$ cat src/design/pmux_pkg.sv
// constants, function codes and carrier types of the pin function multiplexer
// assumes one 10 MHz clock and that all pad inputs are synchronous to it
package pmux_pkg;

  // ***************
  // pin indices
  // ***************
  localparam int PMUX_NPINS = 12;
  localparam int PIN_TCK = 0;
  localparam int PIN_RST = 1;
  localparam int PIN_C0 = 2;
  localparam int PIN_C1 = 3;
  localparam int PIN_C2 = 4;
  localparam int PIN_F8 = 5;
  localparam int PIN_C3 = 6;
  localparam int PIN_C4 = 7;
  localparam int PIN_A7 = 8;
  localparam int PIN_A6 = 9;
  localparam int PIN_A5 = 10;
  localparam int PIN_A4 = 11;

  // ***************
  // function codes
  // ***************
  localparam int PMUX_SEL_W = 3;
  typedef logic [PMUX_SEL_W-1:0] pmux_sel_t;
  localparam pmux_sel_t FN_PRIMARY = 3'h0;
  localparam pmux_sel_t FN_PORT_D = 3'h1;
  localparam pmux_sel_t FN_CRYSTAL = 3'h1;
  localparam pmux_sel_t FN_CLKIN = 3'h2;
  localparam pmux_sel_t FN_C2_TX = 3'h1;
  localparam pmux_sel_t FN_C2_XB_TB = 3'h2;
  localparam pmux_sel_t FN_C2_XBIN = 3'h3;
  localparam pmux_sel_t FN_C2_CKOUT = 3'h4;
  localparam pmux_sel_t FN_F8_RX = 3'h1;
  localparam pmux_sel_t FN_F8_XB_TB = 3'h2;
  localparam pmux_sel_t FN_F8_CMPD = 3'h3;
  localparam pmux_sel_t FN_F8_PWM = 3'h4;
  localparam pmux_sel_t FN_C3_TA0 = 3'h1;
  localparam pmux_sel_t FN_C3_CMPA = 3'h2;
  localparam pmux_sel_t FN_C3_RX = 3'h3;
  localparam pmux_sel_t FN_C3_CLKIN1 = 3'h4;
  localparam pmux_sel_t FN_C4_TA1 = 3'h1;
  localparam pmux_sel_t FN_C4_CMPB = 3'h2;
  localparam pmux_sel_t FN_C4_XBIN = 3'h3;
  localparam pmux_sel_t FN_C4_WDOG = 3'h4;
  localparam pmux_sel_t FN_ANALOG = 3'h1;

  // ***************
  // reset values and variants
  // ***************
  localparam logic PMUX_PEN_RST = 1'b0;
  localparam pmux_sel_t PMUX_SEL_RST = 3'h0;
  localparam int PMUX_CKO_W = 3;
  localparam logic [PMUX_CKO_W-1:0] PMUX_CKO_RST = 3'h0;
  localparam logic PMUX_VAR_A = 1'b0;
  localparam logic PMUX_VAR_B = 1'b1;
  localparam int PMUX_RST_CYCLES = 16;

  // ***************
  // carriers
  // ***************
  typedef struct packed {
    logic o;
    logic oe;
    logic pu;
    logic ana;
  } pmux_pad_t;

  typedef struct packed {
    logic serial0_tx;
    logic serial0_tx_oe;
    logic xbar_out11;
    logic xbar_out10;
    logic timer_b0_o;
    logic timer_b0_oe;
    logic timer_b1_o;
    logic timer_b1_oe;
    logic timer_a0_o;
    logic timer_a0_oe;
    logic timer_a1_o;
    logic timer_a1_oe;
    logic cmp_a_o;
    logic cmp_b_o;
    logic cmp_d_o;
    logic pwm_2x_o;
    logic pwm_2x_oe;
    logic wdog_mon_out;
    logic crystal_drive;
  } pmux_per_out_t;

  typedef struct packed {
    logic test_clock;
    logic serial0_rx;
    logic xbar_in2;
    logic xbar_in_c4;
    logic crystal_in;
    logic ext_clock_in0;
    logic ext_clock_in1;
    logic timer_b0_i;
    logic timer_b1_i;
    logic timer_a0_i;
    logic timer_a1_i;
    logic pwm_2x_i;
  } pmux_per_in_t;

endpackage

$ cat src/design/pmux_rst_seq.sv
// internal reset sequencer of the pin function multiplexer
// assumes reset requests are synchronous to sys_clk
`timescale 1ns/1ps
`default_nettype none

module pmux_rst_seq #(
  parameter int CYCLES = pmux_pkg::PMUX_RST_CYCLES
) (
  input wire logic sys_clk, // system clock
  input wire logic rstn, // power-on reset, async, low
  input wire logic rst_req, // synchronous reset request
  output logic dev_rst_n // internal reset, low active
);

  localparam int CW = $clog2(CYCLES + 1);
  localparam logic [CW-1:0] LAST = CW'(CYCLES);

  logic [CW-1:0] cnt_r;

  // count held at zero while requested, release after a fixed count
  always_ff @(posedge sys_clk or negedge rstn)
  begin
    if (!rstn)
      cnt_r <= '0;
    else if (rst_req)
      cnt_r <= '0;
    else if (cnt_r != LAST)
      cnt_r <= cnt_r + CW'(1);
  end

  always_ff @(posedge sys_clk or negedge rstn)
  begin
    if (!rstn)
      dev_rst_n <= 1'b0;
    else
      dev_rst_n <= (cnt_r == LAST) && !rst_req; // [RULE_04]
  end

endmodule
`default_nettype wire

$ cat src/design/pmux_top.sv
// pin function multiplexer for twelve pads of a small controller package
// assumes pad inputs synchronous to sys_clk; pad drivers resolve o/oe/pu/ana
//
// Summary of operation
// [RULE_01] after any reset every pin carries its first-listed function.
// [RULE_02] an alternate is routed only when peripheral enable and pin select both choose it.
// [RULE_03] a low reset pin initialises the device and holds it in reset.
// [RULE_04] internal reset releases synchronously a fixed count of clocks after the pin rises.
// [RULE_05] reset pin as a port bit does not reset; only power-on, watchdog or software reset.
// [RULE_06] every pin acting as a port bit has its own input or output direction.
// [RULE_07] the test-clock pin leaves reset as test clock with its port D role off.
// [RULE_08] the reset pin leaves reset as reset input with its port D role off.
// [RULE_09] the test clock is a gated tester clock feeding test logic and the pin is pulled up.
// [RULE_10] the clock-out function drives the source chosen by the clock-out source field.
// [RULE_11] serial transmit on its pin carries transmit data, and both directions in single wire.
// [RULE_12] one mux position is crossbar output 11 on variant A, timer B channel 0 on variant B.
// [RULE_13] an analog pin feeds its converter and comparator inputs, plus converter C on B; on B only A4 feeds comparator D.
// [RULE_14] crystal, clock-input, serial, timer and analog pins leave reset as port bits.
// [RULE_15] selection registers act the cycle after a write and clear on every reset.
`timescale 1ns/1ps
`default_nettype none

module pmux_top #(
  parameter logic VARIANT = pmux_pkg::PMUX_VAR_A, // device variant
  parameter int RST_CYCLES = pmux_pkg::PMUX_RST_CYCLES, // reset release count
  parameter int NCLK = 8 // clock-out sources
) (
  input wire logic sys_clk, // system clock
  input wire logic rstn, // power-on reset, async, low
  input wire logic wdog_rst_req, // watchdog reset request
  input wire logic sw_rst_req, // software reset request
  output logic dev_rst_n, // internal reset, low active
  input wire logic cfg_wr, // write strobe for pin selection
  input wire logic [pmux_pkg::PMUX_NPINS-1:0] cfg_periph_en, // peripheral enables
  input wire pmux_pkg::pmux_sel_t [pmux_pkg::PMUX_NPINS-1:0] cfg_pin_sel, // pin selects
  input wire logic cko_wr, // write strobe for clock-out select
  input wire logic [pmux_pkg::PMUX_CKO_W-1:0] clock_out_source_field, // clock-out source
  input wire logic [NCLK-1:0] clk_src, // clock-out candidates
  input wire logic serial0_single_wire, // serial 0 single-wire mode
  input wire logic [pmux_pkg::PMUX_NPINS-1:0] gpio_out, // port output data
  input wire logic [pmux_pkg::PMUX_NPINS-1:0] gpio_dir, // port direction, 1 output
  output logic [pmux_pkg::PMUX_NPINS-1:0] gpio_in, // port input data
  input wire pmux_pkg::pmux_per_out_t per_o, // peripheral outputs
  output pmux_pkg::pmux_per_in_t per_i, // peripheral inputs
  input wire logic [pmux_pkg::PMUX_NPINS-1:0] pad_i, // pad input levels
  output pmux_pkg::pmux_pad_t [pmux_pkg::PMUX_NPINS-1:0] pad, // pad controls
  output logic [3:0] conv_a_ch_en, // converter A channels 7..4 fed
  output logic [3:0] cmp_d_in_en, // comparator D inputs 3..0 fed
  output logic [3:0] conv_c_ch_en, // converter C channels 11..8 fed
  output logic [pmux_pkg::PMUX_NPINS-1:0] alt_active, // pin runs an alternate
  output logic [pmux_pkg::PMUX_CKO_W-1:0] clock_out_select_reg // clock-out select readback
);

  localparam int N = pmux_pkg::PMUX_NPINS;

  logic [N-1:0] pen_r;
  pmux_pkg::pmux_sel_t [N-1:0] sel_r;
  pmux_pkg::pmux_sel_t [N-1:0] fn;
  pmux_pkg::pmux_pad_t [N-1:0] pad_nxt;
  pmux_pkg::pmux_per_in_t per_nxt;
  logic [3:0] ca_nxt;
  logic [3:0] cd_nxt;
  logic [3:0] cc_nxt;
  logic rst_pin_req;
  logic cko;
  logic var_b;

  assign var_b = (VARIANT == pmux_pkg::PMUX_VAR_B);

  // ***************
  // reset
  // ***************
  // pin reset only counts while the pin holds its reset role
  assign rst_pin_req = (fn[pmux_pkg::PIN_RST] == pmux_pkg::FN_PRIMARY)
    && !pad_i[pmux_pkg::PIN_RST]; // [RULE_03] [RULE_05]

  pmux_rst_seq #(
    .CYCLES(RST_CYCLES)
  ) u_rst (
    .sys_clk(sys_clk),
    .rstn(rstn),
    .rst_req(rst_pin_req || wdog_rst_req || sw_rst_req), // [RULE_05]
    .dev_rst_n(dev_rst_n)
  );

  // ***************
  // selection registers
  // ***************
  always_ff @(posedge sys_clk or negedge rstn)
  begin
    if (!rstn)
    begin
      pen_r <= {N{pmux_pkg::PMUX_PEN_RST}};
      sel_r <= {N{pmux_pkg::PMUX_SEL_RST}};
    end
    else if (!dev_rst_n)
    begin
      pen_r <= {N{pmux_pkg::PMUX_PEN_RST}}; // [RULE_15] [RULE_01]
      sel_r <= {N{pmux_pkg::PMUX_SEL_RST}};
    end
    else if (cfg_wr)
    begin
      pen_r <= cfg_periph_en; // [RULE_15]
      sel_r <= cfg_pin_sel;
    end
  end

  always_ff @(posedge sys_clk or negedge rstn)
  begin
    if (!rstn)
      clock_out_select_reg <= pmux_pkg::PMUX_CKO_RST;
    else if (!dev_rst_n)
      clock_out_select_reg <= pmux_pkg::PMUX_CKO_RST;
    else if (cko_wr)
      clock_out_select_reg <= clock_out_source_field;
  end

  assign cko = (32'(clock_out_select_reg) < NCLK)
    ? clk_src[clock_out_select_reg] : 1'b0; // [RULE_10]

  // effective function per pin
  genvar g;
  generate
    for (g = 0; g < N; g++)
    begin : g_fn
      assign fn[g] = pen_r[g] ? sel_r[g] : pmux_pkg::FN_PRIMARY; // [RULE_02]
      assign alt_active[g] = (fn[g] != pmux_pkg::FN_PRIMARY);
    end
  endgenerate

  // ***************
  // pad routing
  // ***************
  always_comb
  begin
    per_nxt = '0;
    ca_nxt = 4'h0;
    cd_nxt = 4'h0;
    cc_nxt = 4'h0;
    for (int i = 0; i < N; i++)
    begin
      pad_nxt[i] = '0;
      // port bit role: primary on most pins, alternate on the first two
      if ((i == pmux_pkg::PIN_TCK || i == pmux_pkg::PIN_RST)
          ? (fn[i] == pmux_pkg::FN_PORT_D) : (fn[i] == pmux_pkg::FN_PRIMARY))
      begin
        pad_nxt[i].o = gpio_out[i]; // [RULE_06] [RULE_14]
        pad_nxt[i].oe = gpio_dir[i]; // [RULE_06]
      end
    end

    // test clock pin
    if (fn[pmux_pkg::PIN_TCK] == pmux_pkg::FN_PRIMARY)
    begin
      pad_nxt[pmux_pkg::PIN_TCK].pu = 1'b1; // [RULE_09] [RULE_07]
      per_nxt.test_clock = pad_i[pmux_pkg::PIN_TCK]; // [RULE_09]
    end
    // reset pin keeps its pull-up while in reset role
    if (fn[pmux_pkg::PIN_RST] == pmux_pkg::FN_PRIMARY)
      pad_nxt[pmux_pkg::PIN_RST].pu = 1'b1; // [RULE_08]

    // crystal input or external clock 0
    case (fn[pmux_pkg::PIN_C0])
      pmux_pkg::FN_CRYSTAL: per_nxt.crystal_in = pad_i[pmux_pkg::PIN_C0];
      pmux_pkg::FN_CLKIN: per_nxt.ext_clock_in0 = pad_i[pmux_pkg::PIN_C0];
      default: ;
    endcase

    // crystal drive
    if (fn[pmux_pkg::PIN_C1] == pmux_pkg::FN_CRYSTAL)
    begin
      pad_nxt[pmux_pkg::PIN_C1].o = per_o.crystal_drive;
      pad_nxt[pmux_pkg::PIN_C1].oe = 1'b1;
    end

    // serial transmit, crossbar or timer, crossbar in, clock out
    case (fn[pmux_pkg::PIN_C2])
      pmux_pkg::FN_C2_TX:
      begin
        pad_nxt[pmux_pkg::PIN_C2].o = per_o.serial0_tx; // [RULE_11]
        pad_nxt[pmux_pkg::PIN_C2].oe = serial0_single_wire ? per_o.serial0_tx_oe : 1'b1;
        if (serial0_single_wire)
          per_nxt.serial0_rx = pad_i[pmux_pkg::PIN_C2]; // [RULE_11]
      end
      pmux_pkg::FN_C2_XB_TB:
      begin
        if (var_b)
        begin
          pad_nxt[pmux_pkg::PIN_C2].o = per_o.timer_b0_o; // [RULE_12]
          pad_nxt[pmux_pkg::PIN_C2].oe = per_o.timer_b0_oe;
          per_nxt.timer_b0_i = pad_i[pmux_pkg::PIN_C2];
        end
        else
        begin
          pad_nxt[pmux_pkg::PIN_C2].o = per_o.xbar_out11; // [RULE_12]
          pad_nxt[pmux_pkg::PIN_C2].oe = 1'b1;
        end
      end
      pmux_pkg::FN_C2_XBIN: per_nxt.xbar_in2 = pad_i[pmux_pkg::PIN_C2];
      pmux_pkg::FN_C2_CKOUT:
      begin
        pad_nxt[pmux_pkg::PIN_C2].o = cko; // [RULE_10]
        pad_nxt[pmux_pkg::PIN_C2].oe = 1'b1;
      end
      default: ;
    endcase

    // serial receive, crossbar or timer, comparator D, pwm
    case (fn[pmux_pkg::PIN_F8])
      pmux_pkg::FN_F8_RX: per_nxt.serial0_rx = pad_i[pmux_pkg::PIN_F8];
      pmux_pkg::FN_F8_XB_TB:
      begin
        pad_nxt[pmux_pkg::PIN_F8].o = var_b ? per_o.timer_b1_o : per_o.xbar_out10;
        pad_nxt[pmux_pkg::PIN_F8].oe = var_b ? per_o.timer_b1_oe : 1'b1;
        per_nxt.timer_b1_i = var_b & pad_i[pmux_pkg::PIN_F8];
      end
      pmux_pkg::FN_F8_CMPD:
      begin
        pad_nxt[pmux_pkg::PIN_F8].o = per_o.cmp_d_o;
        pad_nxt[pmux_pkg::PIN_F8].oe = 1'b1;
      end
      pmux_pkg::FN_F8_PWM:
      begin
        // pwm output exists only on variant A
        pad_nxt[pmux_pkg::PIN_F8].o = per_o.pwm_2x_o;
        pad_nxt[pmux_pkg::PIN_F8].oe = !var_b & per_o.pwm_2x_oe;
        per_nxt.pwm_2x_i = !var_b & pad_i[pmux_pkg::PIN_F8];
      end
      default: ;
    endcase

    // timer A0, comparator A, serial receive, external clock 1
    case (fn[pmux_pkg::PIN_C3])
      pmux_pkg::FN_C3_TA0:
      begin
        pad_nxt[pmux_pkg::PIN_C3].o = per_o.timer_a0_o;
        pad_nxt[pmux_pkg::PIN_C3].oe = per_o.timer_a0_oe;
        per_nxt.timer_a0_i = pad_i[pmux_pkg::PIN_C3];
      end
      pmux_pkg::FN_C3_CMPA:
      begin
        pad_nxt[pmux_pkg::PIN_C3].o = per_o.cmp_a_o;
        pad_nxt[pmux_pkg::PIN_C3].oe = 1'b1;
      end
      pmux_pkg::FN_C3_RX: per_nxt.serial0_rx = pad_i[pmux_pkg::PIN_C3];
      pmux_pkg::FN_C3_CLKIN1: per_nxt.ext_clock_in1 = pad_i[pmux_pkg::PIN_C3];
      default: ;
    endcase

    // timer A1, comparator B, crossbar in, watchdog monitor
    case (fn[pmux_pkg::PIN_C4])
      pmux_pkg::FN_C4_TA1:
      begin
        pad_nxt[pmux_pkg::PIN_C4].o = per_o.timer_a1_o;
        pad_nxt[pmux_pkg::PIN_C4].oe = per_o.timer_a1_oe;
        per_nxt.timer_a1_i = pad_i[pmux_pkg::PIN_C4];
      end
      pmux_pkg::FN_C4_CMPB:
      begin
        pad_nxt[pmux_pkg::PIN_C4].o = per_o.cmp_b_o;
        pad_nxt[pmux_pkg::PIN_C4].oe = 1'b1;
      end
      pmux_pkg::FN_C4_XBIN: per_nxt.xbar_in_c4 = pad_i[pmux_pkg::PIN_C4];
      pmux_pkg::FN_C4_WDOG:
      begin
        pad_nxt[pmux_pkg::PIN_C4].o = per_o.wdog_mon_out;
        pad_nxt[pmux_pkg::PIN_C4].oe = 1'b1;
      end
      default: ;
    endcase

    // analog pins A4..A7 map to bit 0..3 of each analog enable
    for (int k = 0; k < 4; k++)
    begin
      if (fn[pmux_pkg::PIN_A4 - k] == pmux_pkg::FN_ANALOG)
      begin
        pad_nxt[pmux_pkg::PIN_A4 - k].ana = 1'b1;
        ca_nxt[k] = 1'b1; // [RULE_13]
        // variant B drops comparator D on A5..A7 but keeps it on A4
        cd_nxt[k] = !var_b || (k == 0); // [RULE_13]
        cc_nxt[k] = var_b; // [RULE_13]
      end
    end
  end

  // ***************
  // output registers
  // ***************
  always_ff @(posedge sys_clk or negedge rstn)
  begin
    if (!rstn)
    begin
      pad <= '0;
      per_i <= '0;
      conv_a_ch_en <= 4'h0;
      cmp_d_in_en <= 4'h0;
      conv_c_ch_en <= 4'h0;
    end
    else
    begin
      pad <= pad_nxt;
      per_i <= per_nxt;
      conv_a_ch_en <= ca_nxt;
      cmp_d_in_en <= cd_nxt;
      conv_c_ch_en <= cc_nxt;
    end
  end

  always_ff @(posedge sys_clk or negedge rstn)
  begin
    if (!rstn)
      gpio_in <= '0;
    else
      gpio_in <= pad_i; // [RULE_06]
  end

endmodule
`default_nettype wire

$ cat config.mk
export PLATFORM = sky130hd
export DESIGN_NAME = pmux_top
export DESIGN_NICKNAME = d
export VERILOG_FILES = /design/src/design/pmux_pkg.sv /design/src/design/pmux_rst_seq.sv /design/src/design/pmux_top.sv
export SDC_FILE = /design/constraint.sdc
export NUM_CORES = 1
export LEC_CHECK = 0
export BUFFER_PORTS_ARGS = -buffer_cell sky130_fd_sc_hd__clkbuf_2
export CORE_MARGIN = 4
export CORE_UTILIZATION = 51
export DETAILED_ROUTE_END_ITERATION = 8
export PLACE_DENSITY = 0.86
export SYNTH_ARGS = -nofsm -noshare
export SYNTH_HDL_FRONTEND = slang
export SYNTH_SLANG_ARGS = --single-unit
$ cat constraint.sdc
create_clock -name sys_clk -period 3.4 [get_ports sys_clk]
set_clock_uncertainty 0.1 [all_clocks]
set_input_delay 0 -clock sys_clk [delete_from_list [all_inputs] [get_ports sys_clk]]
set_output_delay 0 -clock sys_clk [all_outputs]
set_load 0.03 [all_outputs]
==> results of run 1 <==
## area by class of cell
class / count / area share [%]
Sequential cell: 109 / 39.1
Timing Repair Buffer: 298 / 28.9
Multi-Input combinational cell: 255 / 26.0
Tap cell: 129 / 2.31
Clock buffer: 10 / 1.97
Inverter: 18 / 0.969
Clock inverter: 6 / 0.807
## kinds of logic after synthesis
| family | synth area share [%] |
|---|---|
| xor+xnor | 0.907 |
| buf+inv | 7.82 |
| flops | 56.5 |
| mux | 12.2 |
| compound gates | 6.09 |
| fa+ha+maj | 0.518 |
| other cells | 0.0776 |
| simple gates | 15.9 |
## worst paths after layout
path                                       start                       end  depth (start not counted)  slack, ns
max                        sel_r[13]$_DFFE_PN0P_         pad[19]$_DFF_PN0_                          6       0.93
min                                     per_o[2]         pad[22]$_DFF_PN0_                          4       0.06
max reg2reg                sel_r[13]$_DFFE_PN0P_         pad[19]$_DFF_PN0_                          6       0.93
min reg2reg                sel_r[29]$_DFFE_PN0P_  cmp_d_in_en[2]$_DFF_PN0_                          1       0.37
max in group asynchronous                   rstn      sel_r[3]$_DFFE_PN0P_                          3       2.25
min in group asynchronous                   rstn         pad[27]$_DFF_PN0_                          2       0.07
## power groups by stage
stage	logic [µW]	clock network, µW	registers (µW)
3_3_place_gp	257	0	1350
4_1_cts	357	788	1320
6_report	367	764	1320
3_5_place_dp	263	0	1350
5_1_grt	393	841	1320
2_1_floorplan	117	0	1390
## cell usage in the layout, fill, tap and decap left out, types with 2 or more instances in the layout
| cell type | netlist | final |
|---|---|---|
| nor2b_1 | 57 | 57 |
| clkbuf_8 | 0 | 10 |
| xor2_1 | 2 | 2 |
| xnor2_1 | 3 | 3 |
| dfrtp_1 | 109 | 109 |
| nand2b_1 | 3 | 3 |
| and4_1 | 5 | 5 |
| nor2_1 | 9 | 9 |
| dlygate4sd3_1 | 0 | 102 |
| o31a_1 | 4 | 4 |
| conb_1 | 1 | 24 |
| clkbuf_2 | 0 | 190 |
| nor3b_1 | 2 | 2 |
| inv_6 | 0 | 3 |
| nand3_1 | 4 | 4 |
| o31ai_1 | 6 | 6 |
| nand3b_1 | 4 | 4 |
| nand2_1 | 12 | 12 |
| inv_1 | 18 | 18 |
| and4b_1 | 2 | 2 |
| o22ai_1 | 3 | 3 |
| o21ai_1 | 2 | 2 |
| ha_1 | 2 | 2 |
| buf_4 | 35 | 5 |
| o21a_1 | 2 | 2 |
| nor3_1 | 9 | 9 |
| mux2i_1 | 54 | 54 |
| a21oi_1 | 5 | 5 |
| o21ai_0 | 6 | 6 |
| and2_1 | 12 | 12 |
| a32o_1 | 2 | 2 |
## per-layer routing
metal  share of wire, %  track usage (%)  up-vias
li1                   -                -     1900
met4                2.6             10.6        0
met3                7.4             6.12       39
met2                 54             46.3      208
met5                  0                0        -
met1                 36             28.3     2006
## worst max-delay path, stage by stage, from the launching register on
cell	delay, ns
dfrtp_1	0.50
o31a_1	0.34
nor2b_1	0.12
a31oi_1	0.06
dlygate4sd3_1	0.60
o21ai_1	0.10
dlygate4sd3_1	0.58
## metrics by stage
step / hold WS [ns] / total power [µW] / area [µm²] / std cells
after global placement: -0.0872 / 1600 / 5760 / 707
after global routing: 0.0772 / 2560 / 6980 / 825
final: 0.0579 / 2450 / 6980 / 825
after CTS: 0.0320 / 2470 / 6980 / 825
after floorplan: -0.396 / 1510 / 4920 / 429
after detailed placement: -0.0796 / 1610 / 5760 / 707
==> metrics, run 1 <==
Worst Setup Start Kind=register; crit end category=register; global-route wire length before repair=22.5 mm; Die W=105 µm; Worst slew margin=58.5%; Storage cell area=2730 µm²; effective utilization at floorplan=52.3%; TritonCTS buffer count=9; combinational power share=15.0%; net count reported at finish=814; max_cap viols=0; FILL cells=601; routed len/inst=16.9 µm; post-synthesis async set-or-reset flop share=100%; depth of the CTS H-tree=3; Setup Buffers After CTS=0; # IOs=221; Flop pwr share=53.9%; Switching Share=27.1%; die height=105 µm; Yosys warnings=0; most common cell in the synthesized netlist=dfrtp_1; clock-pin slew on the worst setup and hold paths=0.11 ns; Seq/Total Area, Yosys=56.5%; Largest register FFs=36; iteration count of the initial detailed-routing pass=4; setup violators final=0; row count=35; multi-input logic area=1810 µm²; Clock Latency Late Sink=0.36 ns; CTS Hold Bufs=102; final antenna-violating net count=0; detailed placer's ending HPWL=8.05 mm; Placement Setup Slack=1.80 ns; number of remaining DRC errors=0; EDFF count, synth=0; Synth top cells by count=dfrtp_1 (109), nor2b_1 (57), mux2i_1 (54); final hold vios=0; Synth top area share=56.5%; largest net degree at the start of global routing=46; Pleak=0.00364 µW; clock power share=31.1%; routability congestion estimate=0.852; Slew Viols, Final=0; Syn-to-layout area delta=44.4%; layout cells sized above 1=31.6%; Pint=1790 µW; largest area contributor in the netlist=dfrtp_1; Max Freq=0.404 GHz; CTS max path bufs=2; DR iter-0 viols=178; vias per inst=5.03; Top reg by flops=sel_r; clk sink count=109; top flop regs=sel_r (36), pad (26); vias in the first global route=4,523; Fin Setup TNS=0 ns; Worst IR Drop VDD=0.203 mV; GRT Residual Overflow=0; IO Port Bufs=192; Worst-Margin Slew=0.623 ns; required time of the critical path=3.60 ns; initial antenna violation count=0; Crit path arrival time=2.68 ns; synthesis-stage register bit count=109; Power Density=352 nW/µm²; CTS tree=yes; Die ar.=11,100 µm²; number of vias in the routed layout=4,153; Mapped Area=4830 µm²; Mean Syn Cell Area=11.9 µm²; final period utilization=72.7%; Cell variety after synth=50; total track usage=25.4%; Gate Count Post-Synth=406; Setup WS post-layout=0.927 ns; hold crit path type=primary input to register; unrepaired setup endpoints after global routing=false; Psw=664 µW; CTS root buf=clkbuf_8; top cells by area, synth=dfrtp_1 (56%), mux2i_1 (11%), nor2b_1 (7.4%); core area=9240 µm²; cts repair resizes=0; run status=complete, no violations; type of the worst setup path=register to register; Critical Path Fanout Max=9; total wire length=13.9 mm; minimum clock period=2.47 ns; n_diodes=0; Most used DFF post-synth=dfrtp_1; final core occ=75.5%
(Power assumes the default switching activity.)
==> run 2, diff against run 1 <==
--- a/config.mk
+++ b/config.mk
@@ -7,9 +7,9 @@
 export LEC_CHECK = 0
 export BUFFER_PORTS_ARGS = -buffer_cell sky130_fd_sc_hd__clkbuf_2
 export CORE_MARGIN = 4
-export CORE_UTILIZATION = 51
+export CORE_UTILIZATION = 42
 export DETAILED_ROUTE_END_ITERATION = 8
-export PLACE_DENSITY = 0.86
+export PLACE_DENSITY = 0.76
 export SYNTH_ARGS = -nofsm -noshare
 export SYNTH_HDL_FRONTEND = slang
 export SYNTH_SLANG_ARGS = --single-unit
==> constraint.sdc (replaced) <==
create_clock -name sys_clk -period 2.1 [get_ports sys_clk]
set_clock_uncertainty 0.1 [all_clocks]
set_input_delay 0 -clock sys_clk [delete_from_list [all_inputs] [get_ports sys_clk]]
set_output_delay 0 -clock sys_clk [all_outputs]
set_load 0.03 [all_outputs]
==> run 2 against run 1 <==
Utilization shrank 11 points. Sequential power grew 62%. Global-route usage is 5.9 points lower. Final cell count is 1.2% higher. Power increased by 77%. Clock power is 110% higher. Fmax increased by 27%. Combinational power grew 59%. Wire length down 8.5%. Register-to-register slack got worse by 0.77 ns. Sequential share of layout area fell by 0.66 points. Via count shrank 3.7%. Largest cell class unchanged. Highest routed layer unchanged.
==> metrics, run 2 (synthesis gave the netlist of run 1 again) <==
vias per inst=4.79 (was 5.03); Worst IR Drop VDD=0.412 mV (was 0.203 mV); core area=11,000 µm² (was 9240 µm²); CTS tree=yes (unchanged); number of vias in the routed layout=4,001 (was 4,153); depth of the CTS H-tree=3 (unchanged); Die ar.=13,300 µm² (was 11,100 µm²); total track usage=19.5% (was 25.4%); cts repair resizes=0 (unchanged); CTS root buf=clkbuf_16 (was clkbuf_8); final hold vios=0 (unchanged); Pleak=0.00369 µW (was 0.00364 µW); Setup WS post-layout=0.160 ns (was 0.927 ns); Clock Latency Late Sink=0.34 ns (was 0.36 ns); Critical Path Fanout Max=9 (unchanged); vias in the first global route=4,281 (was 4,523); clk sink count=109 (unchanged); Fin Setup TNS=0 ns (unchanged); TritonCTS buffer count=9 (unchanged); most common cell after layout, fill and taps aside=clkbuf_2 (unchanged); iteration count of the initial detailed-routing pass=4 (unchanged); crit end category=register (unchanged); CTS Hold Bufs=100 (was 102); run status=complete, no violations (unchanged); Worst Setup Start Kind=register (unchanged); net count reported at finish=813 (was 814); effective utilization at floorplan=43.8% (was 52.3%); Die W=115 µm (was 105 µm); IO Port Bufs=192 (unchanged); Worst slew margin=58.7% (was 58.5%); clock-pin slew on the worst setup and hold paths=0.07 ns (was 0.11 ns); Placement Setup Slack=0.587 ns (was 1.80 ns); setup violators final=0 (unchanged); Power Density=612 nW/µm² (was 352 nW/µm²); type of the worst setup path=register to register (unchanged); minimum clock period=1.94 ns (was 2.47 ns); number of remaining DRC errors=0 (unchanged); # IOs=221 (unchanged); DR iter-0 viols=189 (was 178); detailed placer's ending HPWL=8.20 mm (was 8.05 mm); initial antenna violation count=1 (was 0); routability congestion estimate=0.815 (was 0.852); top flop regs=sel_r (36), pad (26) (unchanged); GRT Residual Overflow=0 (unchanged); final period utilization=92.4% (was 72.7%); final antenna-violating net count=0 (unchanged); Syn-to-layout area delta=46.9% (was 44.4%); Slew Viols, Final=0 (unchanged); Crit path arrival time=2.06 ns (was 2.68 ns); largest net degree at the start of global routing=49 (was 46); required time of the critical path=2.22 ns (was 3.60 ns); total wire length=12.7 mm (was 13.9 mm); Top reg by flops=sel_r (unchanged); unrepaired setup endpoints after global routing=false (unchanged); layout cells sized above 1=31.7% (was 31.6%); routed len/inst=15.2 µm (was 16.9 µm); CTS max path bufs=2 (unchanged); Setup Buffers After CTS=0 (unchanged); max_cap viols=0 (unchanged); Largest register FFs=36 (unchanged); FILL cells=842 (was 601); die height=115 µm (was 105 µm); row count=38 (was 35); Worst-Margin Slew=0.620 ns (was 0.623 ns); most frequent cells in the layout=clkbuf_2 (190), dfrtp_1 (109), dlygate4sd3_1 (100) (was clkbuf_2 (190), dfrtp_1 (109), dlygate4sd3_1 (102)); global-route wire length before repair=20.6 mm (was 22.5 mm); Max Freq=0.515 GHz (was 0.404 GHz); hold crit path type=primary input to register (unchanged)
==> run 2: cell types whose count changed in the layout (fill, tap and decap cells not counted), moves of 2 or more <==
cell           delta
clkbuf_16         +9
clkbuf_8          -7
buf_12            +2
dlygate4sd3_1     -2
inv_6             -2
==> run 2: final cells by class <==
class                           count  area, µm²  share of cell area (%)
Sequential cell                   109       2730                    38.4
Multi-Input combinational cell    255       1810                    25.5
Tap cell                          140        175                    2.47
Antenna cell                        1       2.50                  0.0353
Clock inverter                      3       18.8                   0.265
Timing Repair Buffer              297       2030                    28.6
Inverter                           18       67.6                   0.952
Clock buffer                       12        267                    3.76
==> run 2: per-stage QoR <==
| step | util (%) | cell area, µm² | total power, µW | hold slack (ns) | std cells |
|---|---|---|---|---|---|
| after floorplan | - | 4920 | 2440 | -0.396 | 429 |
| after global placement | 52.6 | 5810 | 2600 | -0.0477 | 719 |
| after detailed placement | 52.6 | 5810 | 2610 | -0.0373 | 719 |
| after CTS | 64.3 | 7090 | 4410 | 0.00569 | 834 |
| after global routing | 64.3 | 7100 | 4540 | 0.0671 | 835 |
| final | 64.3 | 7100 | 4340 | 0.0358 | 835 |
==> run 2: final timing paths <==
kind / startpoint / to / slack (ns) / cells past startpoint
max: sel_r[21]$_DFFE_PN0P_ / pad[30]$_DFF_PN0_ / 0.16 / 4
min: sw_rst_req / u_rst.cnt_r[3]$_DFFE_PN0P_ / 0.04 / 4
min in group asynchronous: rstn / per_i[5]$_DFF_PN0_ / 0.12 / 2
min reg2reg: sel_r[35]$_DFFE_PN0P_ / cmp_d_in_en[0]$_DFF_PN0_ / 0.36 / 1
max reg2reg: sel_r[21]$_DFFE_PN0P_ / pad[30]$_DFF_PN0_ / 0.16 / 4
max in group asynchronous: rstn / pad[5]$_DFF_PN0_ / 1.07 / 3
==> run 2: routing by layer <==
layer / GRT usage [%] / wire length [µm] / vias to the layer above
met4: 7.67 / 299 / 0
met2: 34.7 / 6680 / 168
met5: 0 / 0 / -
met3: 4.53 / 929 / 25
li1: - / - / 1900
met1: 22.7 / 4820 / 1908
==> run 2: critical path: stages (launching register included) <==
cell	delay (ns)
dfrtp_1	0.46
nor2b_1	0.18
a211o_1	0.29
a32o_1	0.25
dlygate4sd3_1	0.55
==> run 2: power by group <==
part	switching [µW]	internal, µW
sequential	9.76	2130
combinational	304	281
clock	720	896
==> run 3, diff against run 2 <==
--- a/config.mk
+++ b/config.mk
@@ -5,11 +5,12 @@
 export SDC_FILE = /design/constraint.sdc
 export NUM_CORES = 1
 export LEC_CHECK = 0
+export ABC_AREA = 1
 export BUFFER_PORTS_ARGS = -buffer_cell sky130_fd_sc_hd__clkbuf_2
 export CORE_MARGIN = 4
-export CORE_UTILIZATION = 42
+export CORE_UTILIZATION = 50
 export DETAILED_ROUTE_END_ITERATION = 8
-export PLACE_DENSITY = 0.76
+export PLACE_DENSITY = 0.85
 export SYNTH_ARGS = -nofsm -noshare
 export SYNTH_HDL_FRONTEND = slang
 export SYNTH_SLANG_ARGS = --single-unit
==> constraint.sdc (replaced) <==
create_clock -name sys_clk -period 2.5 [get_ports sys_clk]
set_clock_uncertainty 0.1 [all_clocks]
set_input_delay 0 -clock sys_clk [delete_from_list [all_inputs] [get_ports sys_clk]]
set_output_delay 0 -clock sys_clk [all_outputs]
set_load 0.03 [all_outputs]
==> run 3 against run 2 <==
The flow now finishes with violations (hold timing). Synthesized cell count grew 25%. Design area is essentially flat. Wire length grew 28%. Final cell count grew 12%. Hold slack lost 0.041 ns. Flip-flop and latch count is the same. Sequential share of layout area is essentially flat. Via count grew 26%. Power shrank 23%. Die area shrank 17%. Combinational power shrank 20%. Clock power shrank 33%. Largest cell class unchanged.
==> metrics, run 3 <==
largest area contributor in the netlist=dfrtp_1 (unchanged); total wire length=16.3 mm (was 12.7 mm); CTS max path bufs=2 (unchanged); clock-pin slew on the worst setup and hold paths=0.11 ns (was 0.07 ns); CP Buf/Inv Count=3 (was 1); run status=finished with violations (was complete, no violations); Power Density=473 nW/µm² (was 612 nW/µm²); Crit path max-delay family=buffers and inverters (unchanged); clk sink count=109 (unchanged); fin cells=935 (was 835); crit path cell chain=inv_1 -> nand2_1 -> nand3_1 -> dlygate4sd3_1 -> nand3_1 -> dlygate4sd3_1 -> nand3_1 -> nand2_1 (was nor2b_1 -> a211o_1 -> a32o_1 -> dlygate4sd3_1); number of vias in the routed layout=5,035 (was 4,001); GRT Residual Overflow=0 (unchanged); Hold Slack=-0.00566 ns (was 0.0358 ns); Pleak=0.00377 µW (was 0.00369 µW); CP most frequent cell=nand3_1; net count reported at finish=942 (was 813); Cell variety after synth=30 (was 50); Synth top cells by count=dfrtp_1 (109), nand3_1 (97), nand2_1 (71) (was dfrtp_1 (109), nor2b_1 (57), mux2i_1 (54)); final core occ=77.2% (was 64.3%); minimum clock period=2.35 ns (was 1.94 ns); total track usage=30.1% (was 19.5%); depth of the CTS H-tree=3 (unchanged); unrepaired setup endpoints after global routing=false (unchanged); global-route wire length before repair=26.5 mm (was 20.6 mm); Mean Syn Cell Area=9.23 µm² (was 11.9 µm²); hold path cells=4 (unchanged); Worst path max stage delay=0.58 ns (was 0.55 ns); n_diodes=0 (was 1); CTS tree=yes (unchanged); Max Used Layer=met4 (unchanged); FF-to-FF End=pad[19]$_DFF_PN0_ (was pad[30]$_DFF_PN0_); row count=35 (was 38); reg2reg setup slack=0.15 ns (was 0.16 ns); Setup Buffers After CTS=0 (unchanged); Crit path arrival time=2.52 ns (was 2.06 ns); most common cell in the synthesized netlist=dfrtp_1 (unchanged); Mapped Area=4700 µm² (was 4830 µm²); DR iter-0 viols=530 (was 189); min-delay src=cfg_wr (was sw_rst_req); setup violators final=0 (unchanged); Fin Setup TNS=0 ns (unchanged); Most used DFF post-synth=dfrtp_1 (unchanged); core area=9200 µm² (was 11,000 µm²); Placement Setup Slack=1.05 ns (was 0.587 ns); largest net degree at the start of global routing=60 (was 49); layout cells sized above 1=26.6% (was 31.7%); CTS Hold Bufs=130 (was 100); max_cap viols=0 (unchanged); effective utilization at floorplan=51.1% (was 43.8%); # IOs=221 (unchanged); TritonCTS buffer count=9 (unchanged); Yosys warnings=0 (unchanged); top cells by area, synth=dfrtp_1 (58%), nand3_1 (10%), buf_4 (6.1%) (was dfrtp_1 (56%), mux2i_1 (11%), nor2b_1 (7.4%)); cts repair resizes=0 (unchanged); type of the worst setup path=register to register (unchanged); Slew Viols, Final=0 (unchanged); required time of the critical path=2.67 ns (was 2.22 ns); number of remaining DRC errors=0 (unchanged); Worst-Margin Slew=0.721 ns (was 0.620 ns); Clock Latency Late Sink=0.38 ns (was 0.34 ns); most common cell after layout, fill and taps aside=clkbuf_2 (unchanged); Met3 Routed Length=1.73 mm (was 929 µm); IO Port Bufs=192 (unchanged); post-synthesis async set-or-reset flop share=100% (unchanged); vias per inst=5.39 (was 4.79); M1 WL=5.63 mm (was 4.82 mm); Seq/Total Area, Yosys=58.1% (was 56.5%); routability congestion estimate=0.960 (was 0.815); detailed placer's ending HPWL=9.06 mm (was 8.20 mm); top flop regs=sel_r (36), pad (26) (unchanged); Max Freq=0.426 GHz (was 0.515 GHz); Die W=105 µm (was 115 µm); final period utilization=93.8% (was 92.4%); synthesis-stage register bit count=109 (unchanged); Post-Place Cells=789 (was 719); Worst Setup Start Kind=register (unchanged); EDFF count, synth=0 (unchanged); r2r startpoint=clock_out_select_reg[0]$_DFFE_PN0P_ (was sel_r[21]$_DFFE_PN0P_); Worst IR Drop VDD=0.277 mV (was 0.412 mV); crit end category=register (unchanged); Worst Hold End=pen_r[4]$_DFFE_PN0P_ (was u_rst.cnt_r[3]$_DFFE_PN0P_); failing checks=hold timing; Reg2Reg Depth=8 (was 4); initial antenna violation count=0 (was 1); final antenna-violating net count=0 (unchanged); Top reg by flops=sel_r (unchanged); DR WL met2=8.15 mm (was 6.68 mm); CTS root buf=clkbuf_8 (was clkbuf_16); Worst slew margin=52.0% (was 58.7%); Setup WS post-layout=0.154 ns (was 0.160 ns); Die ar.=11,000 µm² (was 13,300 µm²); routed len/inst=17.4 µm (was 15.2 µm); most frequent cells in the layout=clkbuf_2 (191), dlygate4sd3_1 (130), dfrtp_1 (108) (was clkbuf_2 (190), dfrtp_1 (109), dlygate4sd3_1 (100)); Critical Path Fanout Max=6 (was 9); Gate Count Post-Synth=509 (was 406); vias in the first global route=5,342 (was 4,281); hold crit path type=primary input to register (unchanged); Syn-to-layout area delta=51.2% (was 46.9%); iteration count of the initial detailed-routing pass=9 (was 4); die height=105 µm (was 115 µm); Synth top area share=58.1% (was 56.5%); Largest register FFs=36 (unchanged); CP max-delay cell=dlygate4sd3_1 (unchanged); final hold vios=1 (was 0)
run 3: cell families (layout without fill, tap and decap cells):
logic type                 after synthesis  after routing  share of synthesized area, %
xor gates and xnor gates                 4              4                         0.746
buffers and inverters                  114            406                          12.4
adders and majority gates                2              2                         0.533
AOI/OAI and AO/OA                       44             44                          5.12
other                                    1             24                        0.0799
DFF                                    109            109                          58.1
and+or+nand+nor                        235            235                          23.1
run 3: area by class of cell:
| type | instances | area [µm²] |
|---|---|---|
| clock buffers | 9 | 124 |
| repair buffers | 325 | 2310 |
| flip-flops and latches | 109 | 2730 |
| clock inverters | 7 | 77.6 |
| inverters | 65 | 244 |
| well taps | 111 | 139 |
| fillers | 516 | 2100 |
| multi-input cells | 309 | 1470 |
run 3: routing by layer:
layer	up-vias	global-route usage, %
met5	-	0
met4	0	14.6
met3	80	8.03
met2	391	52.8
met1	2339	33.7
li1	2225	-
run 3: worst register-to-register path, stage by stage, from the launching register on:
cell           delay, ns
dfrtp_1             0.45
inv_1               0.17
nand2_1             0.08
nand3_1             0.07
dlygate4sd3_1       0.58
nand3_1             0.08
dlygate4sd3_1       0.57
nand3_1             0.09
nand2_1             0.05
run 3: how the worst max path moves through the flow:
stage                                                   start                    end  slack [ns]  cells after the start
after floorplan                         sel_r[25]$_DFFE_PN0P_      pad[34]$_DFF_PN0_        1.16                      3
after global placement              u_rst.dev_rst_n$_DFF_PN0_  sel_r[11]$_DFFE_PN0P_        1.11                      2
after detailed placement            u_rst.dev_rst_n$_DFF_PN0_  sel_r[26]$_DFFE_PN0P_        1.05                      2
after CTS                 clock_out_select_reg[0]$_DFFE_PN0P_      pad[19]$_DFF_PN0_        0.29                      8
after global routing      clock_out_select_reg[0]$_DFFE_PN0P_      pad[19]$_DFF_PN0_        0.09                      8
final                     clock_out_select_reg[0]$_DFFE_PN0P_      pad[19]$_DFF_PN0_        0.15                      8
run 3: power by group:
group	leakage, µW	total, µW	switching [µW]	internal, µW
clock	0.000104	1090	687	400
sequential	0.00143	1800	11.8	1790
combinational	0.00224	468	261	207
total	0.00377	3360	959	2400
run 3: per-stage QoR:
stage	total power, µW	instance area (µm²)
5_1_grt	3480	7100
4_1_cts	3340	7100
6_report	3360	7100
3_3_place_gp	2150	5600
3_5_place_dp	2160	5600
2_1_floorplan	2010	4780
